$ cat config.mk
export PLATFORM = sky130hd
export DESIGN_NAME = sync_serial_two_wire_port
export DESIGN_NICKNAME = d
export VERILOG_FILES = /design/src/rtl/bus_cond_detect.v /design/src/rtl/sync_serial_two_wire_port.v
export VERILOG_INCLUDE_DIRS = /design/src /design/src/rtl
export SDC_FILE = /design/constraint.sdc
export NUM_CORES = 1
export LEC_CHECK = 0
export ABC_AREA = 0
export BUFFER_PORTS_ARGS = -buffer_cell sky130_fd_sc_hd__buf_2
export CELL_PAD_IN_SITES_DETAIL_PLACEMENT = 1
export CELL_PAD_IN_SITES_GLOBAL_PLACEMENT = 1
export CORE_MARGIN = 4
export CORE_UTILIZATION = 48
export CTS_BUF_LIST = sky130_fd_sc_hd__clkbuf_16
export DETAILED_ROUTE_END_ITERATION = 8
export PLACE_DENSITY = 0.87
export SKIP_CTS_REPAIR_TIMING = 1
export SYNTH_ARGS = -nofsm -noshare
export SYNTH_HDL_FRONTEND = slang
export SYNTH_HIERARCHICAL = 1
export SYNTH_SLANG_ARGS = --single-unit
$ cat constraint.sdc
create_clock -name sys_clk -period 2.8 [get_ports sys_clk]
set_input_delay 0.42 -clock sys_clk [delete_from_list [all_inputs] [get_ports sys_clk]]
set_output_delay 0.42 -clock sys_clk [all_outputs]
set_load 0.02 [all_outputs]
$ cat src/rtl/two_wire_port_defs.vh
// Register map, field positions, reset values and mode codes of the two-wire port
`ifndef TWO_WIRE_PORT_DEFS_VH
`define TWO_WIRE_PORT_DEFS_VH

// Register indices on the register port
`define A_CTL1 3'h0
`define A_CTL2 3'h1
`define A_STAT 3'h2
`define A_BUF 3'h3
`define A_ADDR 3'h4
`define A_IRQ_STAT 3'h5
`define A_IRQ_CLR 3'h6
`define A_IRQ_EN 3'h7

// port_control_one fields
`define C1_WCOL 7
`define C1_OV 6
`define C1_EN 5
`define C1_CKP 4

// port_control_two fields
`define C2_GCEN 7
`define C2_ACKSTAT 6
`define C2_ACKDT 5
`define C2_ACKEN 4
`define C2_RCEN 3
`define C2_PEN 2
`define C2_RSEN 1
`define C2_SEN 0

// mode_select_field codes
`define MODE_MASTER 4'h8
`define MODE_SLV7 4'h6
`define MODE_SLV10 4'h7
`define MODE_FW_MASTER 4'hb
`define MODE_SLV7_SP 4'he
`define MODE_SLV10_SP 4'hf

// Interrupt status bits
`define IRQ_DONE 0
`define IRQ_START 1
`define IRQ_STOP 2
`define IRQ_OV 3
`define IRQ_COL 4
`define IRQ_W 5

// Reset values and fixed addresses
`define RST_BYTE 8'h00
`define RST_IRQ 5'h00
`define GEN_CALL_ADDR 8'h00
`define TEN_BIT_HDR 5'h1e

`endif

$ cat src/rtl/bus_cond_detect.v
// Start, Stop and clock edge detector for the two-wire bus
`timescale 1ns/100ps
module bus_cond_detect (
  // Clock and reset
  input wire sys_clk,
  input wire rst_b,
  // Bus levels
  input wire scl_in,
  input wire sda_in,
  // Detected events
  output wire scl_rise,
  output wire scl_fall,
  output wire start_seen,
  output wire stop_seen
);

  reg scl_q;
  reg sda_q;

  always @(posedge sys_clk or negedge rst_b) begin
    if (!rst_b) begin
      scl_q <= 1'b1;
      sda_q <= 1'b1;
    end else begin
      scl_q <= scl_in;
      sda_q <= sda_in;
    end
  end

  assign scl_rise = scl_in & ~scl_q;
  assign scl_fall = ~scl_in & scl_q;
  // Data falls or rises while clock stays high
  assign start_seen = scl_in & scl_q & sda_q & ~sda_in;
  assign stop_seen = scl_in & scl_q & ~sda_q & sda_in;

endmodule // bus_cond_detect

$ cat src/rtl/sync_serial_two_wire_port.v
// Two-wire serial bus port: master and slave engines with register file
//
// How it works
// Port works as bus master or slave and answers the general call address; the code answers it only in the 7-bit slave modes.
// Detected Start and Stop conditions raise interrupts for bus-free decisions.
// Standard-mode timing; slave accepts 7-bit and 10-bit addresses.
// Software sets clock and data pin directions in the port direction register; no such register here, scl_oe and sda_oe come from the engines.
// Control registers read/write; status low six bits read-only, top two read/write.
// Shift register is not reachable by software.
// Address register: own slave address, or low seven bits as baud reload.
// Receive double-buffered: finished byte moves to buffer and sets interrupt flag.
// Buffer write loads buffer and shift register together.
// Status bit 7 selects slew rate control off (set) or on (clear).
// Stop bit marks last condition was Stop; cleared on reset and disable.
// Start bit marks last condition was Start; cleared on reset and disable.
// Slave status bit 5 tells data (1) or address (0) for last byte.
// Slave status bit 2 holds read/write from last match until Start, Stop, nack.
// Status bit 6 enables bus-management compliant input thresholds.
// Mode field selects master, 7/10-bit slave, firmware master, Start/Stop modes.
// Overflow flag set when byte completes while buffer unread; software clears.
`timescale 1ns/100ps
`include "two_wire_port_defs.vh"
module sync_serial_two_wire_port (
  // Clock and reset
  input wire sys_clk,
  input wire rst_b,
  // Register port
  input wire [2:0] reg_addr,
  input wire [7:0] reg_wdata,
  input wire reg_wr,
  input wire reg_rd,
  output reg [7:0] reg_rdata,
  // Two-wire bus pins, open drain
  input wire scl_in,
  output wire scl_out,
  output wire scl_oe,
  input wire sda_in,
  output wire sda_out,
  output wire sda_oe,
  // Pad configuration
  output wire slew_ctrl_off,
  output wire smbus_levels,
  // Interrupt
  output wire irq
);

  localparam M_IDLE = 3'd0;
  localparam M_START = 3'd1;
  localparam M_STOP = 3'd2;
  localparam M_TX = 3'd3;
  localparam M_RX = 3'd4;
  localparam M_ACK = 3'd5;

  // mode decoding
  function is_slave_mode;
    input [3:0] m;
    begin
      is_slave_mode = (m == `MODE_SLV7) || (m == `MODE_SLV10) || (m == `MODE_SLV7_SP) || (m == `MODE_SLV10_SP);
    end
  endfunction

  function is_ten_bit;
    input [3:0] m;
    begin
      is_ten_bit = (m == `MODE_SLV10) || (m == `MODE_SLV10_SP);
    end
  endfunction

  function cond_irq_mode;
    input [3:0] m;
    begin
      cond_irq_mode = (m == `MODE_SLV7_SP) || (m == `MODE_SLV10_SP) || (m == `MODE_MASTER) || (m == `MODE_FW_MASTER);
    end
  endfunction

  reg [7:0] ctl1_reg;
  reg [7:0] ctl2_reg;
  reg [1:0] smp_cke_reg;
  reg data_addr_reg;
  reg stop_reg;
  reg start_reg;
  reg rw_reg;
  reg ua_reg;
  reg bf_reg;
  reg [7:0] buf_reg;
  reg [7:0] shift_reg;
  reg [7:0] addr_reg;
  reg [4:0] irq_stat_reg;
  reg [4:0] irq_en_reg;
  reg ev_done_reg;
  reg ev_ov_reg;
  reg ev_col_reg;
  reg ev_start_reg;
  reg ev_stop_reg;
  // Slave engine
  reg [3:0] s_cnt;
  reg s_addr_phase;
  reg s_active;
  reg s_tx;
  reg s_second;
  reg s_ten_ok;
  reg [1:0] s_hi_reg;
  reg s_sda_low;
  reg s_scl_low;
  // Master engine
  reg [2:0] m_state;
  reg [1:0] m_ph;
  reg [3:0] m_bit;
  reg [6:0] brg_reg;
  reg m_sda_low;
  reg m_scl_low;

  wire scl_rise;
  wire scl_fall;
  wire start_seen;
  wire stop_seen;

  bus_cond_detect u_cond (
    .sys_clk(sys_clk),
    .rst_b(rst_b),
    .scl_in(scl_in),
    .sda_in(sda_in),
    .scl_rise(scl_rise),
    .scl_fall(scl_fall),
    .start_seen(start_seen),
    .stop_seen(stop_seen)
  );

  wire en = ctl1_reg[`C1_EN];
  wire [3:0] mode = ctl1_reg[3:0];
  wire master_on = en && (mode == `MODE_MASTER);
  wire slave_on = en && is_slave_mode(mode);
  wire ten = is_ten_bit(mode);
  wire wr_buf = reg_wr && (reg_addr == `A_BUF);
  wire rd_buf = reg_rd && (reg_addr == `A_BUF);
  wire tick = (brg_reg == 7'h00);
  wire m_stall = (m_ph == 2'd2) && !scl_in;
  wire [4:0] irq_clr = (reg_wr && (reg_addr == `A_IRQ_CLR)) ? reg_wdata[4:0] : 5'h00;

  // own address or general call
  wire hit7 = (shift_reg[7:1] == addr_reg[7:1]);
  wire gc_hit = ctl2_reg[`C2_GCEN] && (shift_reg == `GEN_CALL_ADDR);
  // ten-bit header, low byte and read header
  wire hdr = (shift_reg[7:3] == `TEN_BIT_HDR);
  wire hi_hit = hdr && !shift_reg[0] && hit7 && !s_second;
  wire rd_hi_hit = hdr && shift_reg[0] && s_ten_ok && (shift_reg[2:1] == s_hi_reg);
  wire lo_hit = s_second && (shift_reg == addr_reg);
  wire addr_hit = ten ? (hi_hit || rd_hi_hit || lo_hit) : (hit7 || gc_hit);

  wire m_drive = (m_state == M_TX && m_bit < 4'd8) ? ~shift_reg[7] :
                 ((m_state == M_ACK) ? ~ctl2_reg[`C2_ACKDT] : 1'b0);
  wire [3:0] m_last = (m_state == M_TX) ? 4'd8 : ((m_state == M_RX) ? 4'd7 : 4'd0);

  // receive capture, R17 - overflow
  task capture_byte;
    input [7:0] b;
    begin
      if (bf_reg) begin
        ctl1_reg[`C1_OV] <= 1'b1;
        ev_ov_reg <= 1'b1;
      end else begin
        buf_reg <= b;
        bf_reg <= 1'b1;
      end
      ev_done_reg <= 1'b1;
    end
  endtask

  always @(posedge sys_clk or negedge rst_b) begin
    if (!rst_b) begin
      ctl1_reg <= `RST_BYTE;
      ctl2_reg <= `RST_BYTE;
      smp_cke_reg <= 2'b00;
      data_addr_reg <= 1'b0;
      stop_reg <= 1'b0;
      start_reg <= 1'b0;
      rw_reg <= 1'b0;
      ua_reg <= 1'b0;
      bf_reg <= 1'b0;
      buf_reg <= `RST_BYTE;
      shift_reg <= `RST_BYTE;
      addr_reg <= `RST_BYTE;
      irq_stat_reg <= `RST_IRQ;
      irq_en_reg <= `RST_IRQ;
      ev_done_reg <= 1'b0;
      ev_ov_reg <= 1'b0;
      ev_col_reg <= 1'b0;
      ev_start_reg <= 1'b0;
      ev_stop_reg <= 1'b0;
      s_cnt <= 4'd0;
      s_addr_phase <= 1'b0;
      s_active <= 1'b0;
      s_tx <= 1'b0;
      s_second <= 1'b0;
      s_ten_ok <= 1'b0;
      s_hi_reg <= 2'b00;
      s_sda_low <= 1'b0;
      s_scl_low <= 1'b0;
      m_state <= M_IDLE;
      m_ph <= 2'd0;
      m_bit <= 4'd0;
      brg_reg <= 7'h00;
      m_sda_low <= 1'b0;
      m_scl_low <= 1'b0;
    end else begin
      ev_done_reg <= 1'b0;
      ev_ov_reg <= 1'b0;
      ev_col_reg <= 1'b0;
      ev_start_reg <= start_seen && en && cond_irq_mode(mode);
      ev_stop_reg <= stop_seen && en && cond_irq_mode(mode);
      // register writes; status low bits stay hardware-owned
      if (reg_wr) begin
        case (reg_addr)
          `A_CTL1: ctl1_reg <= reg_wdata;
          `A_CTL2: ctl2_reg <= reg_wdata;
          `A_STAT: smp_cke_reg <= reg_wdata[7:6];
          `A_ADDR: begin
            addr_reg <= reg_wdata;
            ua_reg <= 1'b0;
          end
          `A_IRQ_EN: irq_en_reg <= reg_wdata[4:0];
          default: ;
        endcase
      end
      // transmit write loads buffer and shifter
      if (wr_buf) begin
        if ((master_on && m_state != M_IDLE) || (s_tx && s_cnt != 4'd0 && s_cnt < 4'd8)) begin
          ctl1_reg[`C1_WCOL] <= 1'b1;
          ev_col_reg <= 1'b1;
        end else begin
          buf_reg <= reg_wdata;
          shift_reg <= reg_wdata;
          bf_reg <= 1'b1;
          if (master_on) begin
            m_state <= M_TX;
            m_ph <= 2'd0;
            m_bit <= 4'd0;
          end
        end
      end else if (rd_buf && !s_tx && m_state != M_TX) begin
        bf_reg <= 1'b0;
      end
      // Start seen
      if (start_seen) begin
        start_reg <= 1'b1;
        stop_reg <= 1'b0;
        s_cnt <= 4'd0;
        s_addr_phase <= slave_on;
        s_active <= 1'b0;
        s_tx <= 1'b0;
        s_second <= 1'b0;
        s_sda_low <= 1'b0;
        // direction invalid after Start
        rw_reg <= 1'b0;
      end else if (stop_seen) begin
        // Stop seen
        stop_reg <= 1'b1;
        start_reg <= 1'b0;
        s_cnt <= 4'd0;
        s_addr_phase <= 1'b0;
        s_active <= 1'b0;
        s_tx <= 1'b0;
        s_second <= 1'b0;
        s_ten_ok <= 1'b0;
        s_sda_low <= 1'b0;
        rw_reg <= 1'b0;
      end else if (slave_on && (s_addr_phase || s_active)) begin
        if (scl_rise && s_cnt < 4'd8) begin
          shift_reg <= {shift_reg[6:0], sda_in};
          s_cnt <= s_cnt + 4'd1;
          if (s_tx && s_cnt == 4'd7) begin
            bf_reg <= 1'b0;
          end
        end else if (scl_rise && s_tx && s_cnt == 4'd8) begin
          s_cnt <= 4'd0;
          ev_done_reg <= 1'b1;
          data_addr_reg <= 1'b1;
          if (sda_in) begin
            // missing acknowledge ends the read
            s_tx <= 1'b0;
            s_active <= 1'b0;
            rw_reg <= 1'b0;
          end else begin
            ctl1_reg[`C1_CKP] <= 1'b0;
          end
        end
        if (scl_fall && s_cnt == 4'd8 && !s_tx) begin
          s_cnt <= 4'd9;
          if (s_addr_phase) begin
            if (addr_hit) begin
              capture_byte(shift_reg);
              s_sda_low <= !bf_reg;
              // address byte
              data_addr_reg <= 1'b0;
              if (hi_hit) begin
                ua_reg <= 1'b1;
                s_hi_reg <= shift_reg[2:1];
                s_second <= 1'b1;
                s_ten_ok <= 1'b0;
              end else if (lo_hit) begin
                ua_reg <= 1'b1;
                s_second <= 1'b0;
                s_ten_ok <= 1'b1;
                s_addr_phase <= 1'b0;
                s_active <= 1'b1;
                rw_reg <= 1'b0;
              end else begin
                s_addr_phase <= 1'b0;
                s_active <= 1'b1;
                // direction from the match
                rw_reg <= shift_reg[0];
                if (shift_reg[0]) begin
                  s_tx <= 1'b1;
                  ctl1_reg[`C1_CKP] <= 1'b0;
                end
              end
            end else begin
              s_addr_phase <= 1'b0;
              s_second <= 1'b0;
            end
          end else begin
            capture_byte(shift_reg);
            s_sda_low <= !bf_reg;
            // data byte
            data_addr_reg <= 1'b1;
          end
        end else if (scl_fall && s_cnt == 4'd9) begin
          s_sda_low <= 1'b0;
          s_cnt <= 4'd0;
        end else if (s_tx && s_cnt < 4'd8 && !scl_in) begin
          s_sda_low <= ~shift_reg[7];
        end else if (s_tx && s_cnt == 4'd8) begin
          s_sda_low <= 1'b0;
        end
      end
      // Clock stretch while software has not released the clock
      s_scl_low <= s_tx && !ctl1_reg[`C1_CKP] && (s_scl_low || scl_fall);
      // master engine
      if (!master_on) begin
        m_state <= M_IDLE;
        m_sda_low <= 1'b0;
        m_scl_low <= 1'b0;
      end else if (m_state == M_IDLE) begin
        // baud reload from low seven address bits
        brg_reg <= addr_reg[6:0];
        m_ph <= 2'd0;
        m_bit <= 4'd0;
        if (ctl2_reg[`C2_SEN] || ctl2_reg[`C2_RSEN]) begin
          m_state <= M_START;
        end else if (ctl2_reg[`C2_PEN]) begin
          m_state <= M_STOP;
        end else if (ctl2_reg[`C2_RCEN]) begin
          m_state <= M_RX;
        end else if (ctl2_reg[`C2_ACKEN]) begin
          m_state <= M_ACK;
        end
      end else if (!tick) begin
        brg_reg <= brg_reg - 7'd1;
      end else begin
        brg_reg <= addr_reg[6:0];
        if (!m_stall) begin
          m_ph <= m_ph + 2'd1;
        end
        case (m_state)
          M_START: begin
            case (m_ph)
              2'd0: m_sda_low <= 1'b0;
              2'd1: m_scl_low <= 1'b0;
              2'd2: m_sda_low <= 1'b1;
              default: begin
                m_scl_low <= 1'b1;
                m_state <= M_IDLE;
                ctl2_reg[`C2_SEN] <= 1'b0;
                ctl2_reg[`C2_RSEN] <= 1'b0;
                ev_done_reg <= 1'b1;
              end
            endcase
          end
          M_STOP: begin
            case (m_ph)
              2'd0: m_sda_low <= 1'b1;
              2'd1: m_scl_low <= 1'b0;
              2'd2: m_sda_low <= 1'b0;
              default: begin
                m_state <= M_IDLE;
                ctl2_reg[`C2_PEN] <= 1'b0;
                ev_done_reg <= 1'b1;
              end
            endcase
          end
          default: begin
            case (m_ph)
              2'd0: m_sda_low <= m_drive;
              2'd1: m_scl_low <= 1'b0;
              2'd2: begin
                if (!m_stall && m_state == M_TX && m_bit == 4'd8) begin
                  ctl2_reg[`C2_ACKSTAT] <= sda_in;
                end
                if (!m_stall && m_state == M_RX) begin
                  shift_reg <= {shift_reg[6:0], sda_in};
                end
              end
              default: begin
                m_scl_low <= 1'b1;
                m_bit <= m_bit + 4'd1;
                if (m_state == M_TX) begin
                  shift_reg <= {shift_reg[6:0], 1'b0};
                end
                if (m_bit == m_last) begin
                  m_state <= M_IDLE;
                  m_sda_low <= 1'b0;
                  if (m_state == M_TX) begin
                    bf_reg <= 1'b0;
                    ev_done_reg <= 1'b1;
                  end else if (m_state == M_RX) begin
                    capture_byte(shift_reg);
                    ctl2_reg[`C2_RCEN] <= 1'b0;
                  end else begin
                    ctl2_reg[`C2_ACKEN] <= 1'b0;
                    ev_done_reg <= 1'b1;
                  end
                end
              end
            endcase
          end
        endcase
      end
      // sticky events, set wins over clear
      irq_stat_reg <= (irq_stat_reg & ~irq_clr) | {ev_col_reg, ev_ov_reg, ev_stop_reg, ev_start_reg, ev_done_reg};
      // disable clears bus condition bits and engines
      if (!en) begin
        start_reg <= 1'b0;
        stop_reg <= 1'b0;
        s_cnt <= 4'd0;
        s_addr_phase <= 1'b0;
        s_active <= 1'b0;
        s_tx <= 1'b0;
        s_sda_low <= 1'b0;
        s_scl_low <= 1'b0;
      end
    end
  end

  // shifter never appears on the read mux
  always @(posedge sys_clk or negedge rst_b) begin
    if (!rst_b) begin
      reg_rdata <= `RST_BYTE;
    end else if (reg_rd) begin
      case (reg_addr)
        `A_CTL1: reg_rdata <= ctl1_reg;
        `A_CTL2: reg_rdata <= ctl2_reg;
        `A_STAT: reg_rdata <= {smp_cke_reg, data_addr_reg, stop_reg, start_reg, rw_reg, ua_reg, bf_reg};
        `A_BUF: reg_rdata <= buf_reg;
        `A_ADDR: reg_rdata <= addr_reg;
        `A_IRQ_STAT: reg_rdata <= {3'b000, irq_stat_reg};
        `A_IRQ_EN: reg_rdata <= {3'b000, irq_en_reg};
        default: reg_rdata <= `RST_BYTE;
      endcase
    end else begin
      reg_rdata <= `RST_BYTE;
    end
  end

  // pins only pulled low while enabled
  assign scl_out = 1'b0;
  assign sda_out = 1'b0;
  assign scl_oe = en && (m_scl_low || s_scl_low);
  assign sda_oe = en && (m_sda_low || s_sda_low);
  // slew control select
  assign slew_ctrl_off = smp_cke_reg[1];
  // input threshold select
  assign smbus_levels = smp_cke_reg[0];
  assign irq = |(irq_stat_reg & irq_en_reg);

endmodule // sync_serial_two_wire_port

; ---- Word-level counts from Yosys, hierarchy flattened
; Index checks and enable logic that the tools add are counted.
[totals]
register_bits = 104
inputBits = 17
out_inout_bits = 15
elab_cells = 497
[op_classes]
add_sub_neg = 4
magnitude_cmp = 2
n_eq_ne = 45
muxes = 288
bitwise = 19
reduce_logical = 100
[op_table]
columns = operator, count
row1 = 8-bit two-way mux, 33
row2 = 1-bit two-way mux, 196
row3 = 4-bit two-way mux, 17
row4 = 8-bit one-hot mux with 7 select lines, 1
row5 = 1-bit logical AND, 42
row6 = 3-bit two-way mux, 14
row7 = "4-bit equality test, second input constant", 7
row8 = 7-bit two-way mux, 4
row9 = 2-bit two-way mux, 13
row10 = 5-bit two-way mux, 4
row11 = "3-bit equality test, second input constant", 6
row12 = 1-bit logical OR, 16
row13 = 8-bit one-hot mux with 2 select lines, 1
row14 = 3-bit nonzero test, 5
row15 = "7-bit by 1-bit != test with 1-bit output, second input constant", 2
row16 = 2-bit AND reduction, 7
row17 = "3-bit by 2-bit equality test with 1-bit output, second input constant", 4
row18 = "4-bit by 3-bit equality test with 1-bit output, second input constant", 3
row19 = 6-bit AND reduction, 2
row20 = 5-bit bitwise AND, 2
row21 = 1-bit one-hot mux with 2 select lines, 5
row22 = "4-bit by 1-bit adder with 4-bit output, second input constant", 2
row23 = 8-bit equality test, 1
row24 = 8-bit zero test, 1
row25 = other kinds (37), 70

; ---- Logic depth before layout (Yosys ltp)
; Gate-level depths: netlist of the first run.
[logic_depth]
ltp_word = 24
mapped_depth = 10
mapped_depth_nobuf = 9

; ---- Cells and area by module
; The synthesis of the first run kept the hierarchy.
[by_module_without_submodules]
columns = mod, instances, cells_each, area_per_inst_um2, seq_area_each_um2
row1 = sync_serial_two_wire_port, 1, 636, 6049.6, 2552.4
row2 = bus_cond_detect, 1, 6, 85.1, 52.6

; ---- Worst setup path before layout of the first run
; OpenSTA, ideal clock, no wires.
[synth_timing]
kind = register to register
startpoint = register m_state[2]
endpoint = register buf_reg[3]
setup_time_ns = 0.125
arrival_ns = 2.377
required_time_ns = 2.675
setup_slack_ns = 0.298
path_stages_with_launch = 10
path_buffers = 2
period_less_slack_ns = 2.502
cell_sequence = dfrtp_1 -> clkbuf_1 -> or2_2 -> clkbuf_1 -> inv_2 -> ha_1 -> nand4_4 -> nor3_4 -> a311oi_4 -> mux2_4
[synth_via]
elab_chain_len = 21
elab_cells_between_ends = 30
cone_classes = eq/ne: 5 / mux: 20 / reduce/logical: 5
[synth_lines]
columns = element, line
row1 = "start, declared", sync_serial_two_wire_port.v:106  ; reg [2:0] m_state;
row2 = "start signal, assigned", sync_serial_two_wire_port.v:199  ; m_state <= M_IDLE;
row3 = "start signal, assigned", sync_serial_two_wire_port.v:235  ; m_state <= M_TX;
row4 = "start signal, assigned", sync_serial_two_wire_port.v:340  ; m_state <= M_IDLE;
row5 = 3-bit nonzero test, sync_serial_two_wire_port.v:227  ; if ((master_on && m_state != M_IDLE) || (s_tx && s_cnt != 4'd0 && s_cnt < 4'd8)) begin
row6 = 1-bit logical AND, sync_serial_two_wire_port.v:227
row7 = 1-bit logical OR, sync_serial_two_wire_port.v:227
row8 = 8-bit two-way mux, sync_serial_two_wire_port.v:227
row9 = 8-bit two-way mux, sync_serial_two_wire_port.v:226  ; if (wr_buf) begin
row10 = 8-bit two-way mux, sync_serial_two_wire_port.v:158  ; if (bf_reg) begin
row11 = 8-bit two-way mux, sync_serial_two_wire_port.v:290  ; if (addr_hit) begin
row12 = 8-bit two-way mux, sync_serial_two_wire_port.v:289  ; if (s_addr_phase) begin
row13 = (+5 left out), --
row14 = 8-bit two-way mux, sync_serial_two_wire_port.v:415  ; end else if (m_state == M_RX) begin
row15 = 8-bit two-way mux, sync_serial_two_wire_port.v:412  ; if (m_state == M_TX) begin
row16 = 8-bit two-way mux, sync_serial_two_wire_port.v:409  ; if (m_bit == m_last) begin
row17 = 8-bit two-way mux, sync_serial_two_wire_port.v:392  ; case (m_ph)
row18 = 8-bit two-way mux, sync_serial_two_wire_port.v:364  ; case (m_state)
row19 = 8-bit two-way mux, sync_serial_two_wire_port.v:357  ; end else if (!tick) begin
row20 = 8-bit two-way mux, sync_serial_two_wire_port.v:343  ; end else if (m_state == M_IDLE) begin
row21 = 8-bit two-way mux *, sync_serial_two_wire_port.v:339  ; if (!master_on) begin
row22 = "end signal, assigned", sync_serial_two_wire_port.v:180  ; buf_reg <= `RST_BYTE;
row23 = "end signal, assigned", sync_serial_two_wire_port.v:231  ; buf_reg <= reg_wdata;
row24 = "end, declared", sync_serial_two_wire_port.v:85  ; reg [7:0] buf_reg;
; Mark *: on every way between the ends. The rest lies on a longest branch, timed or not.
; A chain may end at the register's enable or synchronous reset.

; ---- Worst setup path after layout of the first run
[layout_timing]
startpoint = register ctl1_reg[1]
endpoint = register shift_reg[7]
[layout_via]
elab_chain_len = 16
elab_cells_between_ends = 26
cone_classes = eq/ne: 5 / mux: 13 / reduce/logical: 8
[layout_lines]
columns = element, line
row1 = "start, declared", sync_serial_two_wire_port.v:76  ; reg [7:0] ctl1_reg;
row2 = "start signal, assigned", sync_serial_two_wire_port.v:171  ; ctl1_reg <= `RST_BYTE;
row3 = "start signal, assigned", sync_serial_two_wire_port.v:214  ; `A_CTL1: ctl1_reg <= reg_wdata;
row4 = 4-bit equality test (no source line), --
row5 = 1-bit logical AND, sync_serial_two_wire_port.v:131  ; wire master_on = en && (mode == `MODE_MASTER);
row6 = 1-bit logical AND, sync_serial_two_wire_port.v:227
row7 = 1-bit logical OR, sync_serial_two_wire_port.v:227
row8 = 8-bit two-way mux, sync_serial_two_wire_port.v:227
row9 = 8-bit two-way mux, sync_serial_two_wire_port.v:226
row10 = 8-bit two-way mux, sync_serial_two_wire_port.v:268  ; if (scl_rise && s_cnt < 4'd8) begin
row11 = 8-bit two-way mux, sync_serial_two_wire_port.v:267  ; end else if (slave_on && (s_addr_phase || s_active)) begin
row12 = 8-bit two-way mux, sync_serial_two_wire_port.v:255  ; end else if (stop_seen) begin
row13 = 8-bit two-way mux, sync_serial_two_wire_port.v:244  ; if (start_seen) begin
row14 = 8-bit two-way mux (on tied branches), "sync_serial_two_wire_port.v:406, sync_serial_two_wire_port.v:399"
row15 = 8-bit one-hot mux with 2 select lines, sync_serial_two_wire_port.v:392
row16 = 8-bit two-way mux, sync_serial_two_wire_port.v:364
row17 = 8-bit two-way mux, sync_serial_two_wire_port.v:357
row18 = 8-bit two-way mux, sync_serial_two_wire_port.v:343
row19 = 8-bit two-way mux *, sync_serial_two_wire_port.v:339
row20 = "end signal, assigned", sync_serial_two_wire_port.v:269  ; shift_reg <= {shift_reg[6:0], sda_in};
row21 = "end signal, assigned", sync_serial_two_wire_port.v:400  ; shift_reg <= {shift_reg[6:0], sda_in};
row22 = "end signal, assigned", sync_serial_two_wire_port.v:407  ; shift_reg <= {shift_reg[6:0], 1'b0};
row23 = "end, declared", sync_serial_two_wire_port.v:86  ; reg [7:0] shift_reg;
; Marked as above.

==> impl_metrics.yaml, run 1 <==
status:
  status: "completed"
placement:
  placed_area_sq_um: 6580
  port_buffers: 29
  globalplace.congestion: 0.931
  placedCellCount: 840
  dpl_worst_slack_ps: 204
  post-dp-hpwl_mm: 15.2
synth:
  synth_warnings: 6
  synth_top_area_frac: 0.416
  synth_seq_cells: 104
  synthArstFlopShare: 1.00
  ys.flop_type: "dfrtp_1"
  netlist_area_sq_um: 6130
  ys_top_cells_by_count: "dfrtp_1, nand2_1, o21ai_0"
  synth_edf_count: 0
  ys_top_cells_by_area: "dfrtp_1, mux2_2, o21ai_0"
  syn_avg_cell_area_sq_um: 9.56
  synth.distinct_cells: 79
  synth_most_common_cell: "dfrtp_1"
  yosysSeqAreaShare: 0.425
  yosysTopAreaCell: "dfrtp_1"
  syn_inst: 642
cts:
  htree_levels: 3
  numCtsBuffers: 9
  clock_path_buffers: 2
  cts.sinks: 104
  clk_pin_slew_ps: 70
  clock_latency_ps: 360
  cts_tree: "built"
  cts_root_buffer: "clkbuf_16"
critical_path:
  critPathRequiredTime_ps: 3040
  crit_path_end_kind: "register"
  cp_slowest_cell: "or3_1"
  worstReg2RegStart: "ctl1_reg[1]"
  cp-start-kind: "register"
  critical_path.max_fanout: 19
  r2r_slack_ps: 180
  path_cells: "or3_1, o32ai_2, nor2_2, buf_4, nand2_1, nand3_1, a311o_1"
  cp-startpoint: "ctl1_reg[1]"
  max_stage_delay_ps: 570
  rr_endpoint: "shift_reg[7]"
  endpoint: "shift_reg[7]"
  worstSetupPathType: "reg -> reg"
  crit_arrival_ps: 2860
  rr_worst_depth: 7
layout:
  final_nets: 707
  n_antenna_cell: 0
  final_area_sq_um: 6870
  utilization: 0.547
  drive_gt1_frac: 0.197
  syn_to_final_growth_pct: 12.0
  layout.cells.non_filler: 856
sta:
  fin_ws_ps: 180
  slew_headroom: 0.522
  fin_crit_sh: 0.936
  drv_slew: 0
  fin_skew_ps: 5.82
  tightest_slew_ps: 708
  rsz0062_at_grt: "false"
  fin_crit_ps: 2620
  hold_violations: 0
  setup_viol: 0
  fin_setup_tns_ps: 0
  timing.fmax_mhz: 382
grt:
  grt_antenna_before_repair: 1
  grt_start_max_net_pins: 63
  grt_overflow_total: 0
  met3_usage: 0.0499
  track_usage: 0.292
  grt_first_pass_wirelength_mm: 32.7
  grt_busiest_layer: "met2"
  grt_pass1_vias: 5840
  grt_util_met1: 0.371
  grt_use_met2: 0.478
hold_path:
  hold_class: "in -> async"
floorplan:
  pin_count: 32
  dieWidth_um: 121
  fp.coreArea_sq_um: 12600
  dieArea_sq_um: 14700
  fp-row-count: 41
  initial_core_util: 0.488
  die_y_um: 121
power:
  p_per_area_nw_per_um2: 628
  ir_worst_vdd_mv: 0.334
  p_leak_nw: 2.98
drt:
  drc: 0
  drt-total-wl_mm: 20.6
  ant_nets: 0
  drt_iter0_markers: 613
  wl_per_cell_um: 24.1
  vias: 5571
  vias_per_cell: 6.51
  firstDrtPassIters: 5
flow_run:
  maxCapViolCount: 0
-- routing by layer --
| metal | wire length, um | up-vias |
|---|---|---|
| met5 | 13 | - |
| met2 | 9900 | 232 |
| met1 | 8410 | 2822 |
| li1 | - | 2435 |
| met4 | 1040 | 2 |
| met3 | 1270 | 80 |
-- worst min-delay path by stage --
stage,startpoint,depth (start not counted),slack (ps),end
after CTS,rst_b,1,80,brg_reg[2]
final,rst_b,1,70,brg_reg[2]
after global placement,ev_done_reg,1,410,irq_stat_reg[0]
after floorplan,rst_b,0,120,addr_reg[0]
after global routing,rst_b,1,110,brg_reg[2]
after detailed placement,ev_ov_reg,1,420,irq_stat_reg[3]
-- layout by cell type, fill, tap and decap left out, types with 11 or more instances in the layout --
cell     instances
o21ai_0         47
nor2_1          46
buf_2           28
nand3_1         25
inv_1           24
dfrtp_1        102
buf_4           30
nand2_1         57
a21oi_1         31
nor3_1          26
ha_1            11
mux2i_1         14
mux2_2          31
-- power by group --
group / switching (W) / total, W / internal [W]
Combinational: 0.000568 / 0.00101 / 0.000444
Clock: 0.000585 / 0.00127 / 0.000687
Sequential: 0.000307 / 0.00203 / 0.00173
-- through the flow --
step,power (W),hold slack [ps]
after CTS,0.00431,82.6
after detailed placement,0.00303,418
after global placement,0.00296,408
final,0.00432,66.6
after global routing,0.00450,110
after floorplan,0.00261,124
-- critical path, delay by kind of cell (launching register included) --
kind,cells,cell delay (ps)
simple gates,4,920
compound gates,2,890
flops,1,470
buf+inv,1,230
-- cell type report --
cell class                 instances  area (sq um)
clock buffer                       9           225
inverter                          24          90.1
tap                              172           215
fill                            1456          5700
sequential                       104          2610
multi-input combinational        481          3290
clock inverter                     7          62.6
timing repair buffer              59           385
-- cells by family after synthesis --
logic type,after synthesis,synth area share
xor+xnor,10,0.0143
simple gates,234,0.202
fa+ha+maj,11,0.0224
compound gates,165,0.181
buf+inv,58,0.0412
flops,104,0.425
mux,59,0.114
other cells,1,0.000611
(Power assumes the default switching activity.)
==> inputs of run 2 (changes only) <==
CELL_PAD_IN_SITES_DETAIL_PLACEMENT = not set   (was 1)
CELL_PAD_IN_SITES_GLOBAL_PLACEMENT = not set   (was 1)
CORE_UTILIZATION = 55   (was 48)
PLACE_DENSITY = 0.8   (was 0.87)
==> impl_metrics.yaml, run 2 (synthesized netlist as in run 1, its figures left out) <==
status:
  status: "completed"
grt:
  grt_antenna_before_repair: 0
  track_usage: 0.282
  grt_pass1_vias: 5185
  grt_start_max_net_pins: 59
  grt_overflow_total: 0
  grt_first_pass_wirelength_mm: 28.2
layout:
  n_antenna_cell: 0
  final_common_cell: "dfrtp_1"
  layout_common_cells: "dfrtp_1, nand2_1, o21ai_0"
  drive_gt1_frac: 0.191
  syn_to_final_growth_pct: 10.9
  n_fill_cell: 869
  utilization: 0.625
  final_nets: 702
floorplan:
  dieArea_sq_um: 12900
  die_y_um: 114
  dieWidth_um: 114
  initial_core_util: 0.563
  fp.coreArea_sq_um: 10900
  fp-row-count: 38
  pin_count: 32
power:
  p_leak_nw: 2.95
  ir_worst_vdd_mv: 0.468
  internal-power_w: 0.00286
  p_sw_frac: 0.332
  p_comb_frac: 0.228
  seqPwrFrac: 0.472
  p_sw_w: 0.00142
  p_per_area_nw_per_um2: 629
  pwr-share-clk: 0.300
  totalPowerFinal_w: 0.00428
drt:
  drt-total-wl_mm: 17.6
  wl_per_cell_um: 21.5
  vias: 5457
  drt_iter0_markers: 754
  ant_nets: 0
  drc: 0
  vias_per_cell: 6.66
  firstDrtPassIters: 6
sta:
  setup_viol: 0
  fin_setup_tns_ps: 0
  rsz0062_at_grt: "false"
  slew_headroom: 0.483
  fin_crit_ps: 2540
  drv_slew: 0
  timing.fmax_mhz: 394
  fin_crit_sh: 0.906
  fin_skew_ps: 10.2
  tightest_slew_ps: 769
  hold_violations: 0
flow_run:
  maxCapViolCount: 0
critical_path:
  critPathRequiredTime_ps: 3040
  max_stage_delay_ps: 580
  cp_slowest_cell: "dfrtp_1"
  critical_path.max_fanout: 14
  crit_path_end_kind: "register"
  crit_arrival_ps: 2780
  cp-start-kind: "register"
  worstSetupPathType: "reg -> reg"
  path_cells: "nand2_1, or2_2, inv_2, ha_1, nand4_4, nor3_4, a311oi_4, buf_4, mux2_4"
cts:
  cts_root_buffer: "clkbuf_16"
  htree_levels: 3
  clk_pin_slew_ps: 70
  clock_latency_ps: 360
  clock_path_buffers: 2
  cts.sinks: 104
  numCtsBuffers: 9
  cts_tree: "built"
placement:
  post-dp-hpwl_mm: 12.9
  globalplace.congestion: 1.03
  port_buffers: 29
hold_path:
  hold_class: "in -> reg"
## run 2: worst paths after layout
path                       slack (ps)              end   startpoint  cells after the start
setup / recovery                  260       buf_reg[4]   m_state[1]                      9
setup reg to reg                  260       buf_reg[4]   m_state[1]                      9
min in group asynchronous         440      ev_done_reg        rst_b                      2
max in group asynchronous        1650     u_cond/sda_q        rst_b                      3
hold / removal                    210     u_cond/scl_q       scl_in                      1
hold reg to reg                   430  irq_stat_reg[2]  ev_stop_reg                      1
## run 2: area by class of cell
| type | instances | area [sq um] | area share |
|---|---|---|---|
| multi-input cells | 481 | 3280 | 0.482 |
| flip-flops and latches | 104 | 2610 | 0.383 |
| repair buffers | 54 | 350 | 0.0515 |
| clock buffers | 9 | 225 | 0.0331 |
| well taps | 140 | 175 | 0.0258 |
| inverters | 24 | 90.1 | 0.0132 |
| clock inverters | 7 | 73.8 | 0.0109 |
## run 2: layer usage
metal | routed length (um) | vias up | part of all wire | track usage
met3 | 1530 | 57 | 0.087 | 0.0467
li1 | - | 2407 | - | -
met5 | 0 | - | 0 | 0
met1 | 7230 | 2655 | 0.41 | 0.387
met4 | 698 | 0 | 0.040 | 0.128
met2 | 8170 | 338 | 0.46 | 0.439
## run 2: critical path, delay by kind of cell (launching register included)
family	cells	cell delay (ps)
flip-flops	1	580
multiplexers	1	320
AO/OA/AOI/OAI	1	260
adder cells (fa/ha/maj)	1	280
AND/OR/NAND/NOR	4	610
buffers and inverters	2	360
## run 2: stage by stage
| step | worst slack (ps) | instances | cell area (sq um) | hold WS, ps |
|---|---|---|---|---|
| detailed placement | 325 | 802 | 6490 | 268 |
| global placement | 361 | 802 | 6490 | 267 |
| floorplan | 298 | 643 | 6140 | 124 |
| global route | 142 | 819 | 6800 | 209 |
| CTS | 302 | 818 | 6790 | -112 |
| finish | 264 | 819 | 6800 | 208 |
## run 2: power by group through the flow
stage | Sequential (W) | Combinational [W] | Clock (W)
2_1_floorplan | 0.00192 | 0.000693 | 0
3_3_place_gp | 0.00202 | 0.000923 | 0
3_5_place_dp | 0.00203 | 0.000954 | 0
4_1_cts | 0.00201 | 0.000959 | 0.00129
5_1_grt | 0.00204 | 0.00106 | 0.00136
6_report | 0.00202 | 0.000974 | 0.00129
==> inputs of run 3 (changes only) <==
CTS_BUF_LIST = sky130_fd_sc_hd__clkbuf_8   (was sky130_fd_sc_hd__clkbuf_16)
==> impl_metrics.yaml, run 3 (synthesized netlist as in run 1, its figures left out) <==
flow_run:
  maxCapViolCount: 0
floorplan:
  dieWidth_um: 114
  dieArea_sq_um: 12900
  initial_core_util: 0.563
  fp-row-count: 38
  fp.coreArea_sq_um: 10900
  pin_count: 32
  die_y_um: 114
sta:
  tightest_slew_ps: 766
  fin_setup_tns_ps: 0
  slew_headroom: 0.485
  setup_viol: 0
  fin_crit_sh: 0.906
  fin_skew_ps: 15.8
  hold_violations: 0
  fin_ws_ps: 264
  timing.fmax_mhz: 394
  fin_crit_ps: 2540
  rsz0062_at_grt: "false"
  drv_slew: 0
placement:
  post-dp-hpwl_mm: 12.9
  globalplace.congestion: 1.03
  placedCellCount: 802
  dpl_worst_slack_ps: 325
  port_buffers: 29
grt:
  track_usage: 0.279
  grt_pass1_vias: 5179
  grt_start_max_net_pins: 59
  grt_first_pass_wirelength_mm: 28.0
  grt_overflow_total: 0
  grt_antenna_before_repair: 0
drt:
  wl_per_cell_um: 21.3
  drt_iter0_markers: 675
  ant_nets: 0
  vias: 5387
  firstDrtPassIters: 6
  drt-total-wl_mm: 17.5
  drc: 0
  vias_per_cell: 6.58
cts:
  cts_root_buffer: "clkbuf_8"
  numCtsBuffers: 9
  htree_levels: 3
  clk_pin_slew_ps: 110
  cts.sinks: 104
  cts_tree: "built"
  clock_latency_ps: 390
  clock_path_buffers: 2
layout:
  final_common_cell: "dfrtp_1"
  n_antenna_cell: 0
  layout.cells.non_filler: 819
  drive_gt1_frac: 0.191
  final_nets: 702
  n_fill_cell: 889
  syn_to_final_growth_pct: 9.20
  layout_common_cells: "dfrtp_1, nand2_1, o21ai_0"
power:
  p_per_area_nw_per_um2: 590
  ir_worst_vdd_mv: 0.377
  p_leak_nw: 2.90
critical_path:
  critPathRequiredTime_ps: 3080
  crit_arrival_ps: 2810
  worstReg2RegStart: "m_state[1]"
  cp-start-kind: "register"
  cp-startpoint: "m_state[1]"
  crit_path_end_kind: "register"
  rr_worst_depth: 9
  worstSetupPathType: "reg -> reg"
  rr_endpoint: "buf_reg[7]"
  critical_path.max_fanout: 14
  r2r_slack_ps: 260
hold_path:
  holdPathStages: 1
  hold_class: "in -> reg"
  hp-start: "scl_in"
  holdPathEnd: "u_cond/scl_q"
status:
  status: "completed"
==> run 3: cell counts in the layout (fill, tap and decap cells not counted) <==
No cell type changed its count.
==> run 3: layer usage <==
layer  part of all wire  global-route usage  vias to the layer above
met5                  0                   0                        -
met4              0.033               0.104                        0
met3              0.091              0.0525                       49
met2               0.46               0.439                      286
met1               0.41               0.387                     2650
li1                   -                   -                     2402
==> run 3: worst max path at each step <==
stage | slack (ps) | end | depth (start not counted)
final | 260 | buf_reg[7] | 9
after floorplan | 300 | buf_reg[3] | 9
after global placement | 360 | shift_reg[4] | 7
after detailed placement | 320 | buf_reg[4] | 9
after global routing | 140 | buf_reg[7] | 9
after CTS | 300 | buf_reg[4] | 9
==> run 3: final cells by class <==
type / instances / area, sq um / share of cell area
Timing Repair Buffer: 54 / 350 / 0.0523
Clock buffer: 9 / 124 / 0.0185
Sequential cell: 104 / 2610 / 0.389
Clock inverter: 7 / 73.8 / 0.0110
Tap cell: 140 / 175 / 0.0261
Inverter: 24 / 90.1 / 0.0134
Multi-Input combinational cell: 481 / 3280 / 0.490
==> run 3: per-stage QoR <==
step,area [sq um],total power (W),utilization,hold slack [ps]
detailed placement,6490,0.00299,0.596,268
finish,6700,0.00395,0.615,175
floorplan,6140,0.00261,-,124
CTS,6690,0.00394,0.614,-161
global placement,6490,0.00294,0.596,267
global route,6700,0.00415,0.615,161
==> run 3: where the power goes <==
part	switching [W]	internal [W]	total (W)
Combinational	0.000534	0.000437	0.000972
Clock	0.000553	0.000413	0.000966
Sequential	0.000292	0.00172	0.00202
Total	0.00138	0.00258	0.00395
==> run 3: critical path: stages (launching register included) <==
cell and delay (ps):
dfrtp_1 600, nand2_1 80, or2_2 360, inv_2 120
ha_1 280, nand4_4 110, nor3_4 50, a311oi_4 260
buf_4 240, mux2_4 310
